--- config.mk ---
export PLATFORM = sky130hd
export DESIGN_NAME = pcl_top
export DESIGN_NICKNAME = d
export VERILOG_FILES = /design/src/hdl/pcl_pkg.sv /design/src/hdl/pcl_sync.sv /design/src/hdl/pcl_top.sv
export SDC_FILE = /design/constraint.sdc
export NUM_CORES = 1
export LEC_CHECK = 0
export BUFFER_PORTS_ARGS = -buffer_cell sky130_fd_sc_hd__buf_4
export CORE_MARGIN = 1.5
export CORE_UTILIZATION = 30
export DETAILED_ROUTE_END_ITERATION = 16
export HOLD_SLACK_MARGIN = 0.12
export SETUP_SLACK_MARGIN = 0.5
export SLEW_MARGIN = 15
export SYNTH_ARGS = -nofsm -noshare
export SYNTH_HDL_FRONTEND = slang
export SYNTH_SLANG_ARGS = --single-unit
--- constraint.sdc ---
create_clock -name i_mclk -period 7.4 [get_ports i_mclk]
set_clock_uncertainty 0.05 [all_clocks]
set_input_delay 1.48 -clock i_mclk [delete_from_list [all_inputs] [get_ports i_mclk]]
set_output_delay 1.48 -clock i_mclk [all_outputs]
set_load 0.02 [all_outputs]
--- src/hdl/pcl_pkg.sv ---
/*
 Package for the PWM current-limit input logic: register offsets, field
 positions, reset values and carrier structs.
 Assumes an APB slave with 32-bit data, one register per aligned word.
*/
package pcl_pkg;
   localparam int NUM_SRC = 32;
   localparam int SEL_W = 5;
   // Register byte offsets
   localparam logic [7:0] OFF_FCL = 8'h00;
   localparam logic [7:0] OFF_PWMCON = 8'h04;
   localparam logic [7:0] OFF_IOCON = 8'h08;
   localparam logic [7:0] OFF_IRQ_STAT = 8'h0c;
   localparam logic [7:0] OFF_IRQ_MASK = 8'h10;
   localparam logic [7:0] OFF_PINS = 8'h14;
   localparam logic [7:0] OFF_MOD = 8'h18;
   // Fault/current-limit control fields
   localparam int FCL_CLSEL_LO = 10;
   localparam int FCL_CL_POLARITY = 9;
   localparam int FCL_CLOVR = 8;
   localparam int FCL_FSEL_LO = 3;
   localparam int FCL_FPOL = 2;
   localparam int FCL_FMODE_LO = 0;
   localparam int FCL_INDEP = 15;
   // PWM control fields
   localparam int PC_CL_STATUS = 14;
   localparam int PC_FSTAT = 15;
   localparam int PC_FIEN = 12;
   localparam int PC_CL_IRQ_EN = 11;
   localparam int PC_XRES = 1;
   localparam int PC_ITB = 9;
   // I/O control fields
   localparam int IO_FDAT_LO = 4;
   localparam int IO_CL_OVERRIDE_DATA_LO = 2;
   // Status / mask bits
   localparam int EV_CL = 0;
   localparam int EV_FLT = 1;
   localparam int EV_TBR = 2;
   localparam logic [31:0] RST_VAL = 32'h0000_0000;
   localparam logic [1:0] FMODE_OFF = 2'h3;

   // Decoded configuration carried to the datapath
   typedef struct packed {
      logic [4:0] cl_sel;
      logic [4:0] flt_sel;
      logic cl_pol;
      logic flt_pol;
      logic cl_ovr_en;
      logic flt_ovr_en;
      logic indep;
      logic ext_tb_rst_en;
      logic independent_timebase_mode;
      logic [1:0] cl_data;
      logic [1:0] flt_data;
   } pcl_cfg_t;

   // High/low output pair
   typedef struct packed {
      logic hi;
      logic lo;
   } pcl_pair_t;
endpackage

--- src/hdl/pcl_sync.sv ---
/*
 Three-stage synchroniser bank with agreement filter.
 Assumes asynchronous inputs; output changes once stages two and three agree.
*/
`timescale 1ns/1ns
module pcl_sync #(
   parameter int W = 32
) (
   input wire logic i_mclk,
   input wire logic i_rst,
   input wire logic [W-1:0] i_async,
   output logic [W-1:0] o_sync
);
   logic [W-1:0] s1_q;
   logic [W-1:0] s2_q;
   logic [W-1:0] s3_q;
   logic [W-1:0] out_q;

   // Shift chain; first stage read only by the second
   always_ff @(posedge i_mclk or posedge i_rst) begin
      if (i_rst) begin
         s1_q <= '0;
         s2_q <= '0;
         s3_q <= '0;
      end else begin
         s1_q <= i_async;
         s2_q <= s1_q;
         s3_q <= s2_q;
      end
   end

   // Accept a bit only when stages two and three agree
   genvar g;
   generate
      for (g = 0; g < W; g++) begin : g_bit
         always_ff @(posedge i_mclk or posedge i_rst) begin
            if (i_rst) begin
               out_q[g] <= 1'b0;
            end else if (s2_q[g] == s3_q[g]) begin
               out_q[g] <= s3_q[g];
            end
         end
      end
   endgenerate

   assign o_sync = out_q;
endmodule

--- src/hdl/pcl_top.sv ---
/*
 PWM current-limit input logic for one generator: source muxes, polarity,
 override priority, interrupt and status, current-reset mode, ADC triggers.
 Assumes APB master on i_mclk, sources asynchronous, PWM and dead-time
 path and time base outside the block.
*/
`timescale 1ns/1ns
module pcl_top #(
   parameter int NSRC = pcl_pkg::NUM_SRC
) (
   input wire logic i_mclk,
   input wire logic i_rst,
   input wire logic i_psel,
   input wire logic i_penable,
   input wire logic i_pwrite,
   input wire logic [7:0] i_paddr,
   input wire logic [31:0] i_pwdata,
   output logic [31:0] o_prdata,
   output logic o_pready,
   output logic o_pslverr,
   input wire logic [NSRC-1:0] i_src,
   input wire logic i_other_cl_irq,
   input wire pcl_pkg::pcl_pair_t i_pwm,
   input wire pcl_pkg::pcl_pair_t i_dt_pwm,
   input wire logic i_tb_zero,
   output pcl_pkg::pcl_pair_t o_pwm,
   output pcl_pkg::pcl_pair_t o_ovr_dt_data,
   output logic o_ovr_dt_sel,
   output logic o_dt_comp,
   output logic o_tb_reset,
   output logic o_adc_trig_cl,
   output logic o_adc_trig_flt,
   output logic o_cl_irq_line,
   output logic o_irq
);
   import pcl_pkg::*;

   logic [31:0] fcl_q;
   logic [31:0] pc_q;
   logic [31:0] io_q;
   logic [2:0] stat_q;
   logic [2:0] mask_q;
   logic mod_en_q;
   logic cl_flag_q;
   logic flt_flag_q;
   logic cl_prev_q;
   logic flt_prev_q;
   logic flt_hold_q;
   logic [NSRC-1:0] src_s;
   pcl_cfg_t cfg;
   logic cl_raw;
   logic flt_raw;
   logic cl_act;
   logic flt_act;
   logic cl_rise;
   logic flt_rise;
   logic wr_en;
   logic rd_en;
   logic mapped;
   logic [31:0] rd_d;
   logic cl_ovr;
   logic flt_ovr;
   logic tb_rst_d;
   logic cl_evt;
   logic flt_evt;
   logic wr_fcl;
   logic wr_pc;
   logic wr_io;
   logic wr_stat;
   logic wr_mask;
   logic wr_mod;
   logic [2:0] stat_set;
   logic [31:0] pins_rd;

   // Mux one source by a select field
   function automatic logic pick(input logic [NSRC-1:0] v,
                                 input logic [SEL_W-1:0] s);
      pick = v[s];
   endfunction

   // Address decode used only for the slave error response
   function automatic logic hit(input logic [7:0] a);
      hit = (a == OFF_FCL) || (a == OFF_PWMCON) || (a == OFF_IOCON) ||
            (a == OFF_IRQ_STAT) || (a == OFF_IRQ_MASK) ||
            (a == OFF_PINS) || (a == OFF_MOD);
   endfunction

   // Source inputs cross into i_mclk
   pcl_sync #(.W(NSRC)) u_sync (
      .i_mclk(i_mclk),
      .i_rst(i_rst),
      .i_async(i_src),
      .o_sync(src_s)
   );

   // Configuration fields
   always_comb begin
      cfg.cl_sel = fcl_q[FCL_CLSEL_LO +: SEL_W];
      cfg.flt_sel = fcl_q[FCL_FSEL_LO +: SEL_W];
      cfg.cl_pol = fcl_q[FCL_CL_POLARITY];
      cfg.flt_pol = fcl_q[FCL_FPOL];
      cfg.cl_ovr_en = fcl_q[FCL_CLOVR];
      cfg.flt_ovr_en = fcl_q[FCL_FMODE_LO +: 2] != FMODE_OFF;
      cfg.indep = fcl_q[FCL_INDEP];
      cfg.ext_tb_rst_en = pc_q[PC_XRES];
      cfg.independent_timebase_mode = pc_q[PC_ITB];
      cfg.cl_data = io_q[IO_CL_OVERRIDE_DATA_LO +: 2];
      cfg.flt_data = io_q[IO_FDAT_LO +: 2];
   end

   // Source muxes and polarity, ahead of every consumer
   assign cl_raw = pick(src_s, cfg.cl_sel);
   assign flt_raw = pick(src_s, cfg.flt_sel);
   assign cl_act = cl_raw ^ cfg.cl_pol;
   assign flt_act = flt_raw ^ cfg.flt_pol;
   assign cl_rise = cl_act & ~cl_prev_q;
   assign flt_rise = flt_act & ~flt_prev_q;

   // Shared consumers of the adjusted signals
   assign o_dt_comp = cl_act;
   assign o_adc_trig_cl = cl_act;
   assign o_adc_trig_flt = flt_act;

   // Edge history
   always_ff @(posedge i_mclk or posedge i_rst) begin
      if (i_rst) begin
         cl_prev_q <= 1'b0;
         flt_prev_q <= 1'b0;
      end else begin
         cl_prev_q <= cl_act;
         flt_prev_q <= flt_act;
      end
   end

   // Fault hold until cycle boundary after the fault clears
   always_ff @(posedge i_mclk or posedge i_rst) begin
      if (i_rst) begin
         flt_hold_q <= 1'b0;
      end else if (flt_act && cfg.flt_ovr_en) begin
         flt_hold_q <= 1'b1;
      end else if (i_tb_zero || !mod_en_q) begin
         flt_hold_q <= 1'b0;
      end
   end

   // Override priority: fault first, then current limit
   assign flt_ovr = cfg.flt_ovr_en && (flt_act || flt_hold_q);
   assign cl_ovr = cfg.cl_ovr_en && cl_act &&
                   !cfg.indep;

   // Output path: zero data forced directly, one data via dead time
   always_comb begin
      o_ovr_dt_sel = 1'b0;
      o_ovr_dt_data = '0;
      o_pwm = i_pwm;
      if (flt_ovr) begin
         o_ovr_dt_sel = 1'b1;
         o_ovr_dt_data = cfg.flt_data;
         o_pwm.hi = cfg.flt_data[1] & i_dt_pwm.hi;
         o_pwm.lo = cfg.flt_data[0] & i_dt_pwm.lo;
      end else if (cl_ovr) begin
         o_ovr_dt_sel = 1'b1;
         o_ovr_dt_data = cfg.cl_data;
         o_pwm.hi = cfg.cl_data[1] & i_dt_pwm.hi;
         o_pwm.lo = cfg.cl_data[0] & i_dt_pwm.lo;
      end
   end

   // Current-reset mode
   assign tb_rst_d = cl_rise && !cfg.cl_ovr_en && cfg.ext_tb_rst_en &&
                     cfg.independent_timebase_mode;
   always_ff @(posedge i_mclk or posedge i_rst) begin
      if (i_rst) begin
         o_tb_reset <= 1'b0;
      end else begin
         o_tb_reset <= tb_rst_d;
      end
   end

   // APB access strobes; zero wait states
   assign wr_en = i_psel && i_penable && i_pwrite;
   assign rd_en = i_psel && i_penable && !i_pwrite;
   assign mapped = hit(i_paddr);
   assign o_pready = 1'b1;
   assign o_pslverr = i_psel && i_penable && !mapped;

   // Per-register write strobes, access phase only
   assign wr_fcl = wr_en && (i_paddr == OFF_FCL);
   assign wr_pc = wr_en && (i_paddr == OFF_PWMCON);
   assign wr_io = wr_en && (i_paddr == OFF_IOCON);
   assign wr_stat = wr_en && (i_paddr == OFF_IRQ_STAT);
   assign wr_mask = wr_en && (i_paddr == OFF_IRQ_MASK);
   assign wr_mod = wr_en && (i_paddr == OFF_MOD);

   // Fault/current-limit control; upper half reserved
   always_ff @(posedge i_mclk or posedge i_rst) begin
      if (i_rst) begin
         fcl_q <= RST_VAL;
      end else if (wr_fcl) begin
         fcl_q <= i_pwdata & 32'h0000_ffff;
      end
   end

   // PWM control; status bits are built on read, not stored
   always_ff @(posedge i_mclk or posedge i_rst) begin
      if (i_rst) begin
         pc_q <= RST_VAL;
      end else if (wr_pc) begin
         pc_q <= i_pwdata & 32'h0000_1a02;
      end
   end

   // I/O control; only the two override data pairs are kept
   always_ff @(posedge i_mclk or posedge i_rst) begin
      if (i_rst) begin
         io_q <= RST_VAL;
      end else if (wr_io) begin
         io_q <= i_pwdata & 32'h0000_003c;
      end
   end

   // Interrupt mask, same layout as status
   always_ff @(posedge i_mclk or posedge i_rst) begin
      if (i_rst) begin
         mask_q <= '0;
      end else if (wr_mask) begin
         mask_q <= i_pwdata[2:0];
      end
   end

   // Module enable; gates pin readback and fault hold
   always_ff @(posedge i_mclk or posedge i_rst) begin
      if (i_rst) begin
         mod_en_q <= 1'b0;
      end else if (wr_mod) begin
         mod_en_q <= i_pwdata[0];
      end
   end

   // Events, each gated by its interrupt enable
   assign cl_evt = cl_rise && pc_q[PC_CL_IRQ_EN];
   assign flt_evt = flt_rise && pc_q[PC_FIEN];

   // Event bits placed at their status positions
   always_comb begin
      stat_set = '0;
      stat_set[EV_CL] = cl_evt;
      stat_set[EV_FLT] = flt_evt;
      stat_set[EV_TBR] = tb_rst_d;
   end

   // Current-limit flag: set wins, cleared by dropping enable
   always_ff @(posedge i_mclk or posedge i_rst) begin
      if (i_rst) begin
         cl_flag_q <= 1'b0;
      end else if (cl_evt) begin
         cl_flag_q <= 1'b1;
      end else if (!pc_q[PC_CL_IRQ_EN]) begin
         cl_flag_q <= 1'b0;
      end
   end

   // Fault flag, same scheme
   always_ff @(posedge i_mclk or posedge i_rst) begin
      if (i_rst) begin
         flt_flag_q <= 1'b0;
      end else if (flt_evt) begin
         flt_flag_q <= 1'b1;
      end else if (!pc_q[PC_FIEN]) begin
         flt_flag_q <= 1'b0;
      end
   end

   // Sticky event status, write one to clear, set wins
   always_ff @(posedge i_mclk or posedge i_rst) begin
      if (i_rst) begin
         stat_q <= '0;
      end else if (wr_stat) begin
         stat_q <= (stat_q & ~i_pwdata[2:0]) | stat_set;
      end else begin
         stat_q <= stat_q | stat_set;
      end
   end

   // Pin readback word, one bit per source
   assign pins_rd = 32'(src_s);

   // Interrupt lines
   assign o_cl_irq_line = cl_flag_q | i_other_cl_irq;
   assign o_irq = |(stat_q & mask_q);

   // Read mux
   always_comb begin
      rd_d = '0;
      unique case (i_paddr)
         OFF_FCL: rd_d = fcl_q;
         OFF_PWMCON: begin
            rd_d = pc_q;
            rd_d[PC_CL_STATUS] = pc_q[PC_CL_IRQ_EN] ? cl_flag_q : cl_act;
            rd_d[PC_FSTAT] = pc_q[PC_FIEN] ? flt_flag_q : flt_act;
         end
         OFF_IOCON: rd_d = io_q;
         OFF_IRQ_STAT: rd_d = {29'h0, stat_q};
         OFF_IRQ_MASK: rd_d = {29'h0, mask_q};
         OFF_PINS: rd_d = mod_en_q ? pins_rd : 32'h0;
         OFF_MOD: rd_d = {31'h0, mod_en_q};
         default: rd_d = '0;
      endcase
   end

   // Read data register
   always_ff @(posedge i_mclk or posedge i_rst) begin
      if (i_rst) begin
         o_prdata <= '0;
      end else if (i_psel && !i_penable && !i_pwrite) begin
         o_prdata <= rd_d;
      end
   end
endmodule

Word-level counts from Yosys, hierarchy flattened

Cells that the tools add are included.
W data, S select, Z words.

Memory bits (read-only): 0
Flip-flop bits (word level): 197
Bits of input ports: 83
Latch bits: 0
Logic and storage cells: 165
Memories: 0
Bits in writable memories: 0

Multiplexer cells: 21
Bitwise gates (word level): 16
Multiply operators: 0
Reduce and logical (&&, ||, !) cells: 37
$lt $le $gt $ge: 2
Divide/modulo/power cells: 0
Shift-type cells: 0
Equality and inequality tests: 41
Add/sub/neg operators: 0

Operator list:

| cell                 | count |
|---|---|
| $pmux W32 S7         | 1 |
| $eq A1 B1 Y1         | 32 |
| $mux W32             | 1 |
| $eq A8 B5 Y1 const B | 3 |
| $logic_and A1 B1 Y1  | 20 |
| $eq A8 B4 Y1 const B | 2 |
| $lt A5 B6 Y1 const B | 2 |
| $mux W1              | 12 |
| $bmux W1 S5          | 2 |
| $eq A8 B3 Y1 const B | 1 |
| $logic_not A8 Y1     | 1 |
| $logic_or A1 B1 Y1   | 8 |
| $mux W2              | 4 |
| $and A1 B1 Y1        | 6 |
| $and A3 B3 Y3        | 2 |
| $logic_not A1 Y1     | 6 |
| $or A3 B3 Y3         | 2 |
| $ne A2 B1 Y1 const B | 2 |
| $mux W3              | 1 |
| $not A3 Y3           | 1 |
| $reduce_or A3 Y1     | 1 |
| $ne A2 B2 Y1 const B | 1 |
| $not A1 Y1           | 2 |
| $reduce_bool A2 Y1   | 1 |
| 2 further kinds      | 3 |

Longest topological paths before layout

Depth after elaboration: 9
Depth in mapped cells: 10
Mapped depth without buffers: 7

Modules after synthesis

Synthesis repeated with hierarchy kept, for this count alone.

Cells, all modules: 540
Area total of the unflattened synthesis: 7360.8 um^2

By module, submodules not included:

| module   | cells an instance | times used | area each (um^2) | sequential area each (um^2) |
|---|---|---|---|---|
| pcl_top  | 379               | 1          | 3793.6           | 1726.7 |
| pcl_sync | 161               | 1          | 3567.2           | 3203.1 |

Least setup slack after synthesis

Ideal clock, no wire load.

Kind: register -> output
Start point: register fcl_q[4]
End point: output port o_pwm[0] in the netlist's numbering
Setup slack: 3608 ps
Arrival time: 2262 ps
Buffers on the path: 1
Cell stages (with the launch flop): 8
Path through: dfrtp_1 buf_6 mux4_2 o2111ai_1 nand4_1 xor2_2 o21ai_4 a41oi_1

RTL lines:

| element                | line           | RTL |
|---|---|---|
| from (decl)            | pcl_top.sv:38  | `logic [31:0] fcl_q;` |
| from (signal assigned) | pcl_top.sv:200 | `fcl_q <= i_pwdata & 32'h0000_ffff;` |
| to (decl)              | pcl_top.sv:26  | `output pcl_pkg::pcl_pair_t o_pwm,` |

==> flow_metrics.env <==
export IMPL_path_max_fanout=18
export IMPL_ios=128
export IMPL_combinationalPowerShare_pct=7.7
export IMPL_synthDistinctLibCells=46
export IMPL_synth_seq_cells=197
export IMPL_outcome="completed"
export IMPL_grt_overflow=0
export IMPL_grt_usage_pct=13.6
export IMPL_dr_pass1_iters=4
export IMPL_synth_top_family_by_area="simple AND/OR/NAND/NOR gates"
export IMPL_synth_edf_count=0
export IMPL_globalplace_congestion=0.801
export IMPL_wire_per_inst_um=16.4
export IMPL_max_slew_margin_pct=33.7
export IMPL_p_seq_share_pct=53.2
export IMPL_clockBufferDepth=2
export IMPL_post_place_ws_ps=2840
export IMPL_cp_required_ps=5870
export IMPL_timing_rr_end="stat_q[2]"
export IMPL_r2r_cells=7
export IMPL_seq_area_frac_synth_pct=67.3
export IMPL_cts_sinks=197
export IMPL_core_area_um2=23700
export IMPL_synth_area_leaders="dfrtp_1 67%, mux2_2 4.5%, maj3_1 4.4%"
export IMPL_p_switching_w=0.000565
export IMPL_power_w=0.00223
export IMPL_post_synth_and_or_nand_nor_area_fraction_pct=10.1
export IMPL_tritoncts="yes"
export IMPL_viasPerCell=4.58
export IMPL_synth_cell_area_um2=7320
export IMPL_setup_violations=0
export IMPL_syn2layout_area_growth_pct=23.3
export IMPL_post_cts_setup_buffers=0
export IMPL_min_path_type="flip-flop to flip-flop"
export IMPL_cts_resized=0
export IMPL_period_needed_ps=5010
export IMPL_yosys_area_top_type="dfrtp_1"
export IMPL_clockRootBuffer="clkbuf_16"
export IMPL_path_cells="mux2i_1, a211oi_1, nand3_1, nand4_1, xor2_1, nand4_1, a41oi_1, buf_4"
export IMPL_hpwlAfterDp_mm=11.2
export IMPL_critical_path_most_common_cell="nand4_1"
export IMPL_clkTransAtPathRegs_ps=70
export IMPL_period_share_pct=67.7
export IMPL_cp_start_kind="flip-flop"
export IMPL_post_route_util_pct=38.1
export IMPL_fin_ws_ps=2390
export IMPL_rows=56
export IMPL_routed_wl_mm=16.2
export IMPL_grt_pass1_vias=4753
export IMPL_synth_common_cells="197 x dfrtp_1, 65 x nand2_1, 32 x maj3_1"
export IMPL_insertion_delay_ps=430
export IMPL_crit_type="flip-flop to output port"
export IMPL_max_freq_mhz=199
export IMPL_power_density_nw_per_um2=247
export IMPL_crit_start="fcl_q[11]"
export IMPL_synthMuxAreaShare_pct=9.72
export IMPL_p_int_w=0.00166
export IMPL_ir_drop_uv=131
export IMPL_num_antenna_cells=0
export IMPL_cp_data_arrival_time_ps=3480
export IMPL_tns_ps=0
export IMPL_async_flop_share_pct=100
export IMPL_nets=737
export IMPL_dieHeight_um=159
export IMPL_postCtsHoldBufs=0
export IMPL_htreeDepth=4
export IMPL_synth_top_area_share_pct=67.3
export IMPL_p_sw_share_pct=25.4
export IMPL_endpoint="o_pwm[1]"
export IMPL_grt_pass1_wl_mm=26.6
export IMPL_drive_gt1_share_pct=27.7
export IMPL_cpPeakStageDelay_ps=930
export IMPL_worstReg2RegStart="fcl_q[11]"
export IMPL_cp_end_kind="output port"
export IMPL_leakage_nw=4.02
export IMPL_tightest_slew_ps=992
export IMPL_slowest_stage="dfrtp_1"
export IMPL_start_util_pct=30.9
export IMPL_reg2reg_slack_ps=4250
export IMPL_numCtsBuffers=17
export IMPL_synth_compound_area_share_pct=6.08
export IMPL_io_buffers=110
export IMPL_synth_ff_type="dfrtp_1"
export IMPL_rsz0062_at_grt="no"
export IMPL_num_vias=4520
export IMPL_synthMostInstantiatedCell="dfrtp_1"
export IMPL_slew_violations=0
export IMPL_fp_dieW_um=159
export IMPL_synthXorXnorAreaFrac_pct=0.342
export IMPL_postRouteAntennaNets=0
export IMPL_syn_instance_count=545
export IMPL_grt_max_degree=140
export IMPL_synth_adder_area_share_pct=4.37
export IMPL_yosys_warnings=0
export IMPL_whs_ps=296
export IMPL_drtIter0Drc=322
export IMPL_drv_cap=0
export IMPL_drc=0
export IMPL_antenna_found_initial=0
export IMPL_clkPwrFrac_pct=39.2
export IMPL_dieArea_um2=25400
export IMPL_syn_nets=628
export IMPL_hold_viol=0
export IMPL_synth_avg_cell_area_um2=13.4
## registers in the layout (all words and copies together), names as in the netlist, 4 cells and up
signal	flops
io_q	4
fcl_q	16
u_sync.s3_q	32
u_sync.o_sync	32
pc_q	4
o_prdata	32
u_sync.s1_q	32
u_sync.s2_q	32
## power by group through the flow
stage | clock (W) | sequential (W) | combinational, W
after floorplan | 0 | 0.00120 | 0.0000886
after global placement | 0 | 0.00120 | 0.000173
after detailed placement | 0 | 0.00121 | 0.000174
after CTS | 0.000903 | 0.00118 | 0.000175
after global routing | 0.000950 | 0.00119 | 0.000189
final | 0.000872 | 0.00118 | 0.000170
## layer usage
layer / GRT usage (%) / share of wire, % / vias to the layer above
li1: - / - / 2138
met1: 18.9 / 48 / 2233
met2: 20.1 / 45 / 123
met3: 3.88 / 5.0 / 26
met4: 4.80 / 2.0 / 0
met5: 0 / 0 / -
## worst max-delay path: cells and delay by family, from the launching register on
| kind | cells | cell delay [ps] |
|---|---|---|
| AO/OA/AOI/OAI | 2 | 550 |
| XOR/XNOR | 1 | 790 |
| buffers and inverters | 1 | 180 |
| flip-flops | 1 | 930 |
| multiplexers | 1 | 170 |
| AND/OR/NAND/NOR | 3 | 420 |
## through the flow
step,cells,instance area (um2)
floorplan,545,7320
global placement,954,8470
detailed placement,954,8470
CTS,986,9020
global route,986,9020
finish,986,9020
## cell families after synthesis
family,Yosys count
flops,197
simple gates,161
mux,64
compound gates,58
fa+ha+maj,32
buf+inv,30
xor+xnor,2
other cells,1
## cells in the final DEF, fill, tap and decap left out, types with 4 or more instances in the layout
| cell | n |
|---|---|
| a21oi_1 | 5 |
| nor3_1 | 6 |
| a31oi_1 | 7 |
| buf_4 | 114 |
| mux2i_1 | 31 |
| inv_6 | 4 |
| nor2b_1 | 8 |
| nor2_1 | 29 |
| o21ai_0 | 5 |
| nand2_1 | 65 |
| mux2_2 | 29 |
| nand2b_1 | 8 |
| dfrtp_1 | 197 |
| a222oi_1 | 4 |
| clkinvlp_4 | 4 |
| nand3_1 | 26 |
| a22oi_1 | 13 |
| a221oi_1 | 7 |
| nand4_1 | 6 |
| clkbuf_16 | 17 |
| inv_1 | 5 |
| maj3_1 | 32 |
## worst min-delay path by stage
stage          cells after the start       startpoint         endpoint
2_1_floorplan                      0   u_sync.s1_q[0]   u_sync.s2_q[0]
3_3_place_gp                       0  u_sync.s1_q[17]  u_sync.s2_q[17]
3_5_place_dp                       0  u_sync.s1_q[15]  u_sync.s2_q[15]
4_1_cts                            0   u_sync.s1_q[2]   u_sync.s2_q[2]
5_1_grt                            0  u_sync.s1_q[16]  u_sync.s2_q[16]
6_report                           0   u_sync.s1_q[2]   u_sync.s2_q[2]
## layout make-up
cell class / instances / area, um2
Clock inverter: 14 / 120
Sequential cell: 197 / 4930
Clock buffer: 18 / 439
Multi-Input combinational cell: 318 / 2250
Inverter: 6 / 30.0
Tap cell: 319 / 399
Timing Repair Buffer: 114 / 856
Fill cell: 2327 / 14700
Note: power is estimated with default switching activity, not from simulation.
